### config.mk
export PLATFORM = sky130hd
export DESIGN_NAME = local_bus_address_decoder
export DESIGN_NICKNAME = d
export VERILOG_FILES = /design/src/design/addr_dec_pkg.sv /design/src/design/cycle_watchdog.sv /design/src/design/local_bus_address_decoder.sv
export SDC_FILE = /design/constraint.sdc
export NUM_CORES = 1
export LEC_CHECK = 0
export ABC_AREA = 1
export BUFFER_PORTS_ARGS = -buffer_cell sky130_fd_sc_hd__buf_2
export CAP_MARGIN = 20
export CORE_MARGIN = 4
export CORE_UTILIZATION = 50
export CTS_CLUSTER_DIAMETER = 200
export DETAILED_ROUTE_END_ITERATION = 12
export GPL_TIMING_DRIVEN = 0
export PLACE_DENSITY_LB_ADDON = 0.12
export SETUP_SLACK_MARGIN = 0.5
export SYNTH_ARGS = -nofsm -noshare
export SYNTH_HDL_FRONTEND = slang
export SYNTH_SLANG_ARGS = --single-unit
### constraint.sdc
create_clock -name mclk -period 4.4 [get_ports mclk]
set_clock_uncertainty 0.2 [all_clocks]
set_input_delay 0.22 -clock mclk [delete_from_list [all_inputs] [get_ports mclk]]
set_output_delay 0.22 -clock mclk [all_outputs]
set_load 0.02 [all_outputs]
### src/design/addr_dec_pkg.sv
/*
  Constants, target codes and carrier structs for the local bus address decoder.
  Assumes a single local bus clock domain and 32-bit byte addresses.
*/

package addr_dec_pkg;

  localparam int ADDR_W = 32;

  localparam logic [3:0] TOP_A32D16  = 4'hD;
  localparam logic [3:0] TOP_LOW_MAX = 4'hC;
  localparam logic [3:0] TOP_E       = 4'hE;
  localparam logic [3:0] TOP_F       = 4'hF;

  localparam logic [3:0] SUB_EPROM   = 4'h8;
  localparam logic [3:0] SUB_SRAM    = 4'h9;
  localparam logic [3:0] SUB_A24D32  = 4'hD;
  localparam logic [3:0] SUB_A24D16  = 4'hE;
  localparam logic [3:0] SUB_IO      = 4'hF;

  localparam logic [3:0] IO_SCSI     = 4'h0;
  localparam logic [3:0] IO_LAN      = 4'h1;
  localparam logic [3:0] IO_INTC     = 4'h2;
  localparam logic [3:0] IO_IPCTL    = 4'h3;
  localparam logic [3:0] IO_SLVCTL   = 4'h4;
  localparam logic [3:0] IO_CFGSW    = 4'h5;
  localparam logic [3:0] IO_IPIO     = 4'h8;
  localparam logic [3:0] IO_RTC      = 4'h9;
  localparam logic [3:0] IO_PAR      = 4'hA;
  localparam logic [3:0] IO_SCC      = 4'hB;
  localparam logic [3:0] IO_A16D32   = 4'hE;
  localparam logic [3:0] IO_A16D16   = 4'hF;

  localparam logic [31:0] SRAM_SMALL_BYTES = 32'h0008_0000;
  localparam logic [31:0] SRAM_LARGE_BYTES = 32'h0020_0000;
  localparam logic [31:0] LOW_ONBOARD_TOP  = 32'h1000_0000;
  localparam logic [1:0]  BOOT_ALIAS_COUNT = 2'h2;
  localparam logic [15:0] A16_WRAP_MASK    = 16'hFFFF;

  localparam int    CLK_MHZ        = 25;
  localparam int    BUS_TIMEOUT_NS = 2000;
  localparam int    BUS_TIMEOUT_CYC = (BUS_TIMEOUT_NS * CLK_MHZ) / 1000;

  typedef enum logic [4:0] {
    TGT_NONE, TGT_MODULE, TGT_SRAM, TGT_EPROM, TGT_IPMEM,
    TGT_VME_A32D32, TGT_VME_A32D16, TGT_VME_A24D32, TGT_VME_A24D16,
    TGT_VME_A16D32, TGT_VME_A16D16,
    TGT_SCSI, TGT_LAN, TGT_INTC, TGT_IPCTL, TGT_SLVCTL, TGT_CFGSW,
    TGT_IPIO, TGT_RTC, TGT_PAR, TGT_SCC
  } target_t;

  typedef struct packed {
    logic        start;
    logic [31:0] addr;
  } bus_req_t;

  typedef struct packed {
    logic        valid;
    target_t     target;
    logic [31:0] offset;
    logic        boot_alias;
  } select_t;

endpackage

### src/design/cycle_watchdog.sv
/*
  Bus cycle watchdog: ends an access that nobody answers with a bus error.
  Assumes start and done are single-cycle pulses on the local bus clock.
*/
`timescale 1ns/1ns
`default_nettype none

module cycle_watchdog #(
  parameter int TIMEOUT_CYC = addr_dec_pkg::BUS_TIMEOUT_CYC
) (
  input  wire logic mclk,
  input  wire logic rst,
  input  wire logic ce,
  input  wire logic start,
  input  wire logic no_target,
  input  wire logic done,
  output logic      bus_err
);

  typedef struct packed {
    logic        busy;
    logic [15:0] cnt;
    logic        err;
  } wd_state_t;

  wd_state_t st_reg;
  wd_state_t st_next;

  always_comb begin
    st_next     = st_reg;
    st_next.err = 1'b0;
    if (start && no_target) begin
      st_next.err  = 1'b1;
      st_next.busy = 1'b0;
    end else if (start) begin
      st_next.busy = 1'b1;
      st_next.cnt  = 16'h0000;
    end else if (st_reg.busy) begin
      if (done) begin
        st_next.busy = 1'b0;
      end else if (st_reg.cnt == 16'(TIMEOUT_CYC - 1)) begin
        st_next.err  = 1'b1;
        st_next.busy = 1'b0;
      end else begin
        st_next.cnt = st_reg.cnt + 16'h0001;
      end
    end
  end

  always_ff @(posedge mclk) begin
    if (rst) begin
      st_reg <= '0;
    end else if (ce) begin
      st_reg <= st_next;
    end
  end

  assign bus_err = st_reg.err;

  unclaimed_err_a: assert property (@(posedge mclk) disable iff (rst)
    ce && start && no_target |=> bus_err) else $error("Unclaimed access got no bus error.");

endmodule

`default_nettype wire

### src/design/local_bus_address_decoder.sv
/*
  Local bus address decoder: maps each 32-bit byte address to one target.
  Assumes the arbiter presents one master's access at a time on this port, and that
  module_present_n comes from the memory module in the same clock domain.
*/
`timescale 1ns/1ns
`default_nettype none

module local_bus_address_decoder #(
  parameter int TIMEOUT_CYC = addr_dec_pkg::BUS_TIMEOUT_CYC
) (
  input  wire logic                  mclk,
  input  wire logic                  rst,
  input  wire logic                  ce,
  input  wire addr_dec_pkg::bus_req_t req,
  input  wire logic                  module_present_n,
  input  wire logic                  sram_low_map,
  input  wire logic                  vme_low_window,
  input  wire logic                  sram_large,
  input  wire logic                  cycle_done,
  output addr_dec_pkg::select_t      sel,
  output logic                       bus_err
);

  typedef struct packed {
    addr_dec_pkg::select_t sel;
    logic [1:0]            boot_cnt;
  } dec_state_t;

  dec_state_t st_reg;
  dec_state_t st_next;

  // Strap inputs come from pins and pass two flip-flops first.
  logic [2:0] strap_meta_reg;
  logic [2:0] strap_sync_reg;
  logic       low_map_s;
  logic       vme_low_s;
  logic       large_s;

  always_ff @(posedge mclk) begin
    if (rst) begin
      strap_meta_reg <= 3'h0;
      strap_sync_reg <= 3'h0;
    end else if (ce) begin
      strap_meta_reg <= {sram_large, vme_low_window, sram_low_map};
      strap_sync_reg <= strap_meta_reg;
    end
  end

  assign low_map_s = strap_sync_reg[0];
  assign vme_low_s = strap_sync_reg[1];
  assign large_s   = strap_sync_reg[2];

  // I/O page decode from address bits 23:20 alone; the select carries no cache attribute.
  function automatic addr_dec_pkg::target_t io_target(input logic [31:0] a);
    case (a[23:20])
      addr_dec_pkg::IO_SCSI:   io_target = addr_dec_pkg::TGT_SCSI;
      addr_dec_pkg::IO_LAN:    io_target = addr_dec_pkg::TGT_LAN;
      addr_dec_pkg::IO_INTC:   io_target = addr_dec_pkg::TGT_INTC;
      addr_dec_pkg::IO_IPCTL:  io_target = addr_dec_pkg::TGT_IPCTL;
      addr_dec_pkg::IO_SLVCTL: io_target = addr_dec_pkg::TGT_SLVCTL;
      addr_dec_pkg::IO_CFGSW:  io_target = addr_dec_pkg::TGT_CFGSW;
      addr_dec_pkg::IO_IPIO:   io_target = addr_dec_pkg::TGT_IPIO;
      addr_dec_pkg::IO_RTC:    io_target = addr_dec_pkg::TGT_RTC;
      addr_dec_pkg::IO_PAR:    io_target = addr_dec_pkg::TGT_PAR;
      addr_dec_pkg::IO_SCC:    io_target = addr_dec_pkg::TGT_SCC;
      addr_dec_pkg::IO_A16D32: io_target = addr_dec_pkg::TGT_VME_A16D32;
      addr_dec_pkg::IO_A16D16: io_target = addr_dec_pkg::TGT_VME_A16D16;
      default:                 io_target = addr_dec_pkg::TGT_NONE;
    endcase
  endfunction

  // Upper E and F halves mirror each other apart from the F-only I/O page.
  function automatic addr_dec_pkg::target_t hi_target(input logic [31:0] a);
    if (a[27] == 1'b0) begin
      hi_target = addr_dec_pkg::TGT_IPMEM;
    end else begin
      case (a[27:24])
        addr_dec_pkg::SUB_EPROM:  hi_target = addr_dec_pkg::TGT_EPROM;
        addr_dec_pkg::SUB_SRAM:   hi_target = addr_dec_pkg::TGT_SRAM;
        addr_dec_pkg::SUB_A24D32: hi_target = addr_dec_pkg::TGT_VME_A24D32;
        addr_dec_pkg::SUB_A24D16: hi_target = addr_dec_pkg::TGT_VME_A24D16;
        addr_dec_pkg::SUB_IO: begin
          if (a[31:28] == addr_dec_pkg::TOP_F) begin
            hi_target = io_target(a);
          end else begin
            hi_target = addr_dec_pkg::TGT_NONE;
          end
        end
        default: hi_target = addr_dec_pkg::TGT_NONE;
      endcase
    end
  endfunction

  logic [31:0]           sram_top;
  addr_dec_pkg::target_t tgt;
  logic [31:0]           offs;
  logic                  alias_on;

  assign sram_top = large_s ? addr_dec_pkg::SRAM_LARGE_BYTES : addr_dec_pkg::SRAM_SMALL_BYTES;
  assign alias_on = st_reg.boot_cnt != addr_dec_pkg::BOOT_ALIAS_COUNT;

  always_comb begin
    tgt  = addr_dec_pkg::TGT_NONE;
    offs = req.addr;
    if (req.addr[31:28] <= addr_dec_pkg::TOP_LOW_MAX) begin
      if (alias_on && req.addr < addr_dec_pkg::SRAM_LARGE_BYTES) begin
        tgt = addr_dec_pkg::TGT_EPROM;
      end else if (low_map_s && req.addr < sram_top) begin
        tgt = addr_dec_pkg::TGT_SRAM;
      end else if (!module_present_n) begin
        tgt = addr_dec_pkg::TGT_MODULE;
      end else if (!vme_low_s && req.addr < addr_dec_pkg::LOW_ONBOARD_TOP) begin
        tgt = addr_dec_pkg::TGT_NONE;
      end else begin
        tgt = addr_dec_pkg::TGT_VME_A32D32;
      end
    end else if (req.addr[31:28] == addr_dec_pkg::TOP_A32D16) begin
      tgt = addr_dec_pkg::TGT_VME_A32D16;
    end else begin
      tgt = hi_target(req.addr);
    end
    if (tgt == addr_dec_pkg::TGT_VME_A16D32 || tgt == addr_dec_pkg::TGT_VME_A16D16) begin
      offs = {16'h0000, req.addr[15:0] & addr_dec_pkg::A16_WRAP_MASK};
    end
  end

  always_comb begin
    st_next           = st_reg;
    st_next.sel.valid = 1'b0;
    if (req.start) begin
      st_next.sel.valid      = 1'b1;
      st_next.sel.target     = tgt;
      st_next.sel.offset     = offs;
      st_next.sel.boot_alias = alias_on && tgt == addr_dec_pkg::TGT_EPROM
                               && req.addr[31:28] == 4'h0;
      if (alias_on) begin
        st_next.boot_cnt = st_reg.boot_cnt + 2'h1;
      end
    end
  end

  always_ff @(posedge mclk) begin
    if (rst) begin
      st_reg <= '0;
    end else if (ce) begin
      st_reg <= st_next;
    end
  end

  assign sel = st_reg.sel;

  // The module path is fixed at 32 bits; burst timing is the module's own.
  cycle_watchdog #(
    .TIMEOUT_CYC (TIMEOUT_CYC)
  ) cycle_watchdog_inst (
    .mclk      (mclk),
    .rst       (rst),
    .ce        (ce),
    .start     (req.start),
    .no_target (tgt == addr_dec_pkg::TGT_NONE),
    .done      (cycle_done),
    .bus_err   (bus_err)
  );

  boot_alias_a: assert property (@(posedge mclk) disable iff (rst)
    ce && req.start && alias_on && req.addr == 32'h0000_0000
    |=> sel.valid && sel.target == addr_dec_pkg::TGT_EPROM) else $error("Boot alias missing.");
  alias_stop_a: assert property (@(posedge mclk) disable iff (rst)
    st_reg.boot_cnt != 2'h3) else $error("Boot alias counter overran.");
  sram_alt_a: assert property (@(posedge mclk) disable iff (rst)
    ce && req.start && (req.addr[31:24] == 8'hE9 || req.addr[31:24] == 8'hF9)
    |=> sel.target == addr_dec_pkg::TGT_SRAM) else $error("SRAM alternate window lost.");
  eprom_dual_a: assert property (@(posedge mclk) disable iff (rst)
    ce && req.start && (req.addr[31:24] == 8'hE8 || req.addr[31:24] == 8'hF8)
    |=> sel.target == addr_dec_pkg::TGT_EPROM) else $error("EPROM window misdecoded.");
  low_sram_a: assert property (@(posedge mclk) disable iff (rst)
    ce && req.start && !alias_on && low_map_s && req.addr < sram_top
    |=> sel.target == addr_dec_pkg::TGT_SRAM) else $error("Low SRAM not selected.");
  no_vme_low_a: assert property (@(posedge mclk) disable iff (rst)
    ce && req.start && !vme_low_s && req.addr < addr_dec_pkg::LOW_ONBOARD_TOP
    |=> sel.target != addr_dec_pkg::TGT_VME_A32D32) else $error("VMEbus reached in low 256Mb.");
  a32_fill_a: assert property (@(posedge mclk) disable iff (rst)
    ce && req.start && !alias_on && !low_map_s && module_present_n && vme_low_s
    && req.addr[31:28] <= 4'hC |=> sel.target == addr_dec_pkg::TGT_VME_A32D32)
    else $error("Low gap not sent to A32:D32.");
  a16_wrap_a: assert property (@(posedge mclk) disable iff (rst)
    ce && req.start && req.addr[31:20] == 12'hFFE
    |=> sel.target == addr_dec_pkg::TGT_VME_A16D32 && sel.offset[31:16] == 16'h0000)
    else $error("A16 D32 window misdecoded.");
  module_sel_a: assert property (@(posedge mclk) disable iff (rst)
    ce && req.start && !alias_on && !module_present_n && !low_map_s && req.addr[31:28] <= 4'hC
    |=> sel.target == addr_dec_pkg::TGT_MODULE) else $error("Module claim ignored.");

  // Every taken start gives one valid cycle; a cycle with ce high and no start gives none.
  valid_pulse_a: assert property (@(posedge mclk) disable iff (rst)
    ce && req.start |=> sel.valid) else $error("Select valid missing after start.");
  valid_idle_a: assert property (@(posedge mclk) disable iff (rst)
    ce && !req.start |=> !sel.valid) else $error("Select valid without start.");
  a32_d16_a: assert property (@(posedge mclk) disable iff (rst)
    ce && req.start && req.addr[31:28] == addr_dec_pkg::TOP_A32D16
    |=> sel.target == addr_dec_pkg::TGT_VME_A32D16) else $error("A32 D16 window misdecoded.");
  ipmem_dual_a: assert property (@(posedge mclk) disable iff (rst)
    ce && req.start && req.addr[31:29] == 3'h7 && req.addr[27] == 1'b0
    |=> sel.target == addr_dec_pkg::TGT_IPMEM) else $error("IP memory window misdecoded.");
  a24_d32_dual_a: assert property (@(posedge mclk) disable iff (rst)
    ce && req.start && req.addr[31:29] == 3'h7 && req.addr[27:24] == addr_dec_pkg::SUB_A24D32
    |=> sel.target == addr_dec_pkg::TGT_VME_A24D32) else $error("A24 D32 window misdecoded.");
  a24_d16_dual_a: assert property (@(posedge mclk) disable iff (rst)
    ce && req.start && req.addr[31:29] == 3'h7 && req.addr[27:24] == addr_dec_pkg::SUB_A24D16
    |=> sel.target == addr_dec_pkg::TGT_VME_A24D16) else $error("A24 D16 window misdecoded.");
  a16_d16_a: assert property (@(posedge mclk) disable iff (rst)
    ce && req.start && req.addr[31:20] == 12'hFFF
    |=> sel.target == addr_dec_pkg::TGT_VME_A16D16
    && sel.offset == {16'h0000, $past(req.addr[15:0])})
    else $error("A16 D16 window misdecoded.");
  reserved_none_a: assert property (@(posedge mclk) disable iff (rst)
    ce && req.start && req.addr[31:24] inside {8'hEA, 8'hEB, 8'hEC, 8'hEF, 8'hFA, 8'hFB, 8'hFC}
    |=> sel.target == addr_dec_pkg::TGT_NONE) else $error("Reserved range was claimed.");
  alias_over_a: assert property (@(posedge mclk) disable iff (rst)
    ce && req.start && !alias_on && req.addr < addr_dec_pkg::SRAM_LARGE_BYTES
    |=> !sel.boot_alias && sel.target != addr_dec_pkg::TGT_EPROM)
    else $error("Boot alias outlived two accesses.");
  module_path_a: assert property (@(posedge mclk) disable iff (rst)
    ce && req.start && tgt == addr_dec_pkg::TGT_MODULE
    |=> sel.offset == $past(req.addr)) else $error("Module access lost address bits.");

endmodule

`default_nettype wire

# After elaboration in Yosys (flattened, before gate mapping)
# Memories as Yosys holds them, arrays and structs flattened.
# Index checks and enable logic that the tools add are counted.
[classes]
magnitude_cmp = 4
bitwise_logic = 1
n_addsub = 2
n_eq_ne = 14
n_reduce_logical = 14
mux = 23
[op_table]
columns = ["op", "n"]
rows = [
  ["$mux W41", 1],
  ["$mux W17", 2],
  ["$lt A32 B22 Y1", 1],
  ["$lt A32 B22 Y1 const B", 1],
  ["$lt A32 B29 Y1 const B", 1],
  ["$mux W32", 1],
  ["$eq A4 B4 Y1 const B", 7],
  ["$pmux W5 S5", 1],
  ["$mux W22", 1],
  ["$mux W5", 4],
  ["$mux W18", 1],
  ["$add A16 B1 Y16 const B", 1],
  ["$eq A16 B6 Y1 const B", 1],
  ["$mux W16", 1],
  ["$mux W3", 4],
  ["$eq A5 B4 Y1 const B", 2],
  ["$logic_and A1 B1 Y1", 6],
  ["$mux W1", 6],
  ["$ne A2 B2 Y1 const B", 3],
  ["$eq A5 B2 Y1 const B", 1],
  ["$logic_not A5 Y1", 1],
  ["$reduce_and A5 Y1", 1],
  ["$le A4 B4 Y1 const B", 1],
  ["$logic_not A4 Y1", 1],
  ["other kinds (8)", 8],
]
[totals]
register_bits = 65
elab_cells = 69
rom_bits = 80
n_memories = 1
output_inout_bits = 40
[mem_list]
columns = ["name", "depth", "width", "read_ports", "rd_ports_with_merged_regs", "wr", "line", "text"]
rows = [
  ["(no name shown)", 16, 5, 1, 0, 0, "local_bus_address_decoder.sv:56", "case (a[23:20])"],
]

# Depth between registers and ports, before layout
[logic_depth]
word_depth = 11
mapped_depth = 16
mapped_depth_nobuf = 15

# Hierarchy
# Synthesis repeated with hierarchy kept, for this count alone.
[hier_totals]
cells_unflattened = 594
hier_area_um2 = 3920.0
[by_module_without_submodules]
columns = ["mod", "area_each_um2", "n_inst", "cells_per_inst"]
rows = [
  ["local_bus_address_decoder", 2607.5, 1, 373],
  ["cycle_watchdog", 1312.5, 1, 221],
]

# Worst setup path before layout
# Ideal clock, no wire load.
[synth_timing]
kind = "flip-flop to flip-flop"
startpoint = "reg st_reg[0] (netlist name)"
endpoint = "reg st_reg, in the netlist sel[22]"
synth_period_minus_slack_ps = 2024
setup_ps = 143
stages_incl_launch_ff = 13
path_slack_ps = 2376
t_required_ps = 4057
arrival_time_ps = 1681
path_cell_list = "dfxtp_1 inv_1 ha_1 or2_2 nor2_4 a21oi_2 nand3_1 nand2_2 nor2_1 nand3_2 buf_6 nand2_2 a21oi_2"
[synth_via]
elab_chain_cells = 7
word_cells_on_any_way = 8
classes_between = "eq/ne: 3; mux: 3; reduce/logical: 2"
[synth_lines]
columns = ["item", "line", "text"]
rows = [
  ["from (decl)", "local_bus_address_decoder.sv:30", "dec_state_t st_reg;"],
  ["from (signal assigned)", "local_bus_address_decoder.sv:147", "st_reg <= st_next;"],
  ["$ne A2 B2 Y1 (*)", "local_bus_address_decoder.sv:101", "assign alias_on = st_reg.boot_cnt != addr_dec_pkg::BOOT_ALIAS_COUNT;"],
  ["$logic_and A1 B1 Y1 (*)", "local_bus_address_decoder.sv:107", "if (alias_on && req.addr < addr_dec_pkg::SRAM_LARGE_BYTES) begin"],
  ["$mux W3 (*)", "local_bus_address_decoder.sv:107", ""],
  ["$mux W5 (*)", "local_bus_address_decoder.sv:106", "if (req.addr[31:28] <= addr_dec_pkg::TOP_LOW_MAX) begin"],
  ["$eq A5 B4 Y1", "local_bus_address_decoder.sv:123", "if (tgt == addr_dec_pkg::TGT_VME_A16D32 || tgt == addr_dec_pkg::TGT_VME_A16D16) begin"],
  ["$logic_or A1 B1 Y1 (*)", "local_bus_address_decoder.sv:123", ""],
  ["$mux W32 (*)", "local_bus_address_decoder.sv:123", ""],
]
# Every way passes the cells marked *; elsewhere a longest branch is shown, timed or not.
# A chain may end at the register's enable or synchronous reset.

# Final worst setup path
[layout_timing]
startpoint = "in ce"
endpoint = "reg cycle_watchdog_inst.st_reg[7] (netlist name)"
[layout_via]
elab_chain_cells = 1
[layout_lines]
columns = ["item", "line", "text"]
rows = [
  ["from (decl)", "local_bus_address_decoder.sv:14", "input wire logic ce,"],
  ["$reduce_and A5 Y1 (no line)", "n/a", ""],
  ["to (signal assigned)", "cycle_watchdog.sv:54", "st_reg <= st_next;"],
  ["to (decl)", "cycle_watchdog.sv:26", "wd_state_t st_reg;"],
]
# Every way passes these cells.

==> flow_summary_export.csv <==
group,metric,value,unit
critical_path,crit_path_max_incr_delay,560,ps
critical_path,critPathBufInv,4,
timing,fin_crit,2260,ps
clocking,clk_latency,340,ps
clocking,cts_sinks,65,
final_layout,area_delta_synth_final,25.0,%
die,rows,31,
routing,via_count,3793,
routing,detail_route.iter0.violations,178,
timing,min_period_over_period,51.3,%
placement,portBuffers,78,
routing,firstDrtPassIters,5,
global_route,grt_max_degree,14,
critical_path,required,4440,ps
timing,final_hold_viol_count,0,
clocking,cts_buffer_depth,2,
clocking,cts_resized,0,
flow_run,drv_cap,0,
clocking,cts_tree,"built",
die,die_h,96.2,µm
yosys,synth_ff_type,"dfxtp_1",
routing,wire_per_inst,11.8,µm
final_layout,n_fill_cell,687,
routing,drcViolationCount,0,
final_layout,multiInputGateArea,1970,µm²
clocking,htree_levels,3,
critical_path,crit_type,"input pin to flip-flop",
yosys,synth.avg_cell_area,6.91,µm²
timing,fmax,443,MHz
die,coreArea,7410,µm²
timing,rsz0062_at_grt,"no",
critical_path,cp_top_family,"buffers and inverters",
clocking,cts_hold_buf,23,
yosys,synth_seq_cells,65,
routing,antenna_left,0,
final_layout,fin_nets,725,
yosys,syn_area,3890,µm²
critical_path,crit_arrival,2290,ps
global_route,first_global_vias,3533,
placement,dp_hpwl,6710,µm
worst_hold_path,hp-class,"input pin to flip-flop",
yosys,synth_edf_count,0,
yosys,yosysSeqAreaShare,33.5,%
clocking,cts_root_buf,"clkbuf_8",
routing,wirelength,9200,µm
clocking,cts_buffers,9,
timing,setup_viol,0,
timing,maxSlewViolCount,0,
die,die_w,96.2,µm
routing,viasPerCell,4.87,
pwr,p_per_area,310,nW/µm²
pwr,peakVddDrop,0.193,mV
die,start_util,52.5,%
die,pin_count,81,
critical_path,path_cells,"dlygate4sd3_1, buf_2, nand2_1, clkbuf_1, nand2_1, clkbuf_1, a21oi_1, nor2_1",
critical_path,critPathSlowestCell,"dlygate4sd3_1",
final_layout,drive_gt1_share,29.6,%
die,dieArea,9260,µm²
global_route,antenna_found_initial,0,
outcome,outcome,"complete, no violations",
timing,fin_ws,2140,ps
placement,place_congestion,0.897,
timing,slew_headroom,49.2,%
global_route,grt-ovfl-total,0,
critical_path,critPathLaunchType,"input pin",
timing,tightest_slew,762,ps
clocking,clk_pin_slew,80,ps
clocking,post_cts_buffers,0,
critical_path,crit_fanout,10,
yosys,synth_cells,563,
yosys,ys_types,34,
critical_path,endpoint_kind,"flip-flop",
yosys,synthArstFlopShare,0,%
final_layout,largest_reg_flops,39,
placement,pre_cts_ws,2100,ps
yosys,syn-num-nets,613,
final_layout,antenna_cells,0,
pwr,power_leakage,2.31,nW
yosys,yosys_warnings,0,
timing,fin_setup_tns,0,ps
final_layout,seqCellArea,1300,µm²
global_route,grt_pass1_wl,16000,µm
global_route,grt_usage,21.7,%
==> layer usage <==
layer,up-vias,GRT usage [%],share of wire [%]
met2,99,35.7,45
met1,1691,28.8,47
li1,1993,-,-
met3,10,4.22,6.7
met4,0,6.40,1.1
met5,-,0,0
==> metrics by stage <==
step	hold slack, ps	instance area, µm²	power (mW)	util, %	cells
2_1_floorplan	155	3890	0.852	-	563
3_3_place_gp	235	4400	0.922	59.4	740
3_5_place_dp	243	4400	0.928	59.4	740
4_1_cts	1.09	4860	1.53	65.6	779
5_1_grt	35.7	4860	1.60	65.6	779
6_report	13.1	4860	1.51	65.6	779
==> where the power goes <==
group / internal, mW / total, mW / switching, mW
logic: 0.123 / 0.282 / 0.159
registers: 0.625 / 0.650 / 0.0254
clock network: 0.325 / 0.574 / 0.249
total: 1.07 / 1.51 / 0.434
==> cell usage after synthesis, types with 2 or more instances <==
| cell type | instances | share of area [%] |
|---|---|---|
| nand2_1 | 95 | 9.2 |
| nor2_2 | 4 | 0.64 |
| a31oi_1 | 2 | 0.32 |
| nor3_1 | 2 | 0.26 |
| buf_4 | 40 | 7.7 |
| buf_2 | 4 | 0.51 |
| a21oi_2 | 11 | 2.5 |
| o21ai_1 | 2 | 0.26 |
| nand4_1 | 8 | 1.3 |
| dfxtp_1 | 65 | 33 |
| nor2_1 | 98 | 9.5 |
| nand3_2 | 14 | 3.6 |
| nor4_1 | 3 | 0.48 |
| nor2_4 | 6 | 1.7 |
| inv_2 | 4 | 0.39 |
| inv_1 | 45 | 4.3 |
| ha_1 | 9 | 2.9 |
| nand3_1 | 30 | 3.9 |
| a21oi_1 | 37 | 4.8 |
| or2_2 | 5 | 0.80 |
| o211ai_1 | 2 | 0.39 |
| buf_1 | 2 | 0.19 |
| nand2_2 | 12 | 1.9 |
| clkinv_1 | 2 | 0.19 |
| clkbuf_1 | 14 | 1.4 |
| o21ai_0 | 36 | 4.6 |
| buf_6 | 4 | 1.2 |
==> worst reg2reg max path: stages (launching register included) <==
cell and delay (ps):
dfxtp_1 340, inv_1 50, ha_1 190, or2_2 300, nor2_4 120, a21oi_2 70, nand3_1 80, nand2_2 90
nor2_1 120, nand3_2 180, buf_6 210, nand2_2 80, a21oi_2 50
==> layout by cell type, fill, tap and decap left out, types with 2 or more instances in the layout <==
| master | n |
|---|---|
| nor2_1 | 98 |
| nand2_1 | 95 |
| buf_2 | 82 |
| dfxtp_1 | 65 |
| inv_1 | 45 |
| buf_4 | 40 |
| a21oi_1 | 37 |
| o21ai_0 | 36 |
| nand3_1 | 30 |
| dlygate4sd3_1 | 23 |
| nand3_2 | 14 |
| clkbuf_1 | 14 |
| nand2_2 | 12 |
| a21oi_2 | 11 |
| ha_1 | 9 |
| clkbuf_8 | 9 |
| nand4_1 | 8 |
| nor2_4 | 6 |
| or2_2 | 5 |
| nor2_2 | 4 |
| inv_2 | 4 |
| buf_6 | 4 |
| clkinv_4 | 4 |
| nor4_1 | 3 |
| clkinv_1 | 2 |
| o21ai_1 | 2 |
| a31oi_1 | 2 |
| buf_1 | 2 |
| nor3_1 | 2 |
| o211ai_1 | 2 |
| bufinv_16 | 2 |
==> final timing paths <==
path | start | to | slack [ps] | depth (start not counted)
min reg2reg | st_reg[0] | st_reg[0] | 250 | 1
min | req[16] | sel[17] | 10 | 5
max | ce | cycle_watchdog_inst.st_reg[7] | 2140 | 8
max reg2reg | st_reg[0] | sel[30] | 2180 | 12
==> cell type report <==
| cell class | count | area share [%] |
|---|---|---|
| clock inverters | 7 | 2.14 |
| clock buffers | 9 | 2.55 |
| well taps | 99 | 2.55 |
| multi-input cells | 383 | 40.6 |
| repair buffers | 101 | 12.8 |
| inverters | 51 | 3.94 |
| plain buffers | 64 | 8.75 |
| flip-flops and latches | 65 | 26.8 |
==> cells by family (layout without fill, tap and decap cells) <==
group	count (synthesis)	count (layout)	synth area share, %
AO/OA/AOI/OAI	92	92	13.2
adder cells (fa/ha/maj)	9	9	2.89
buffers and inverters	115	232	15.9
flip-flops	65	65	33.5
AND/OR/NAND/NOR	282	282	34.6
No activity file was read; power rests on OpenSTA's default activity.
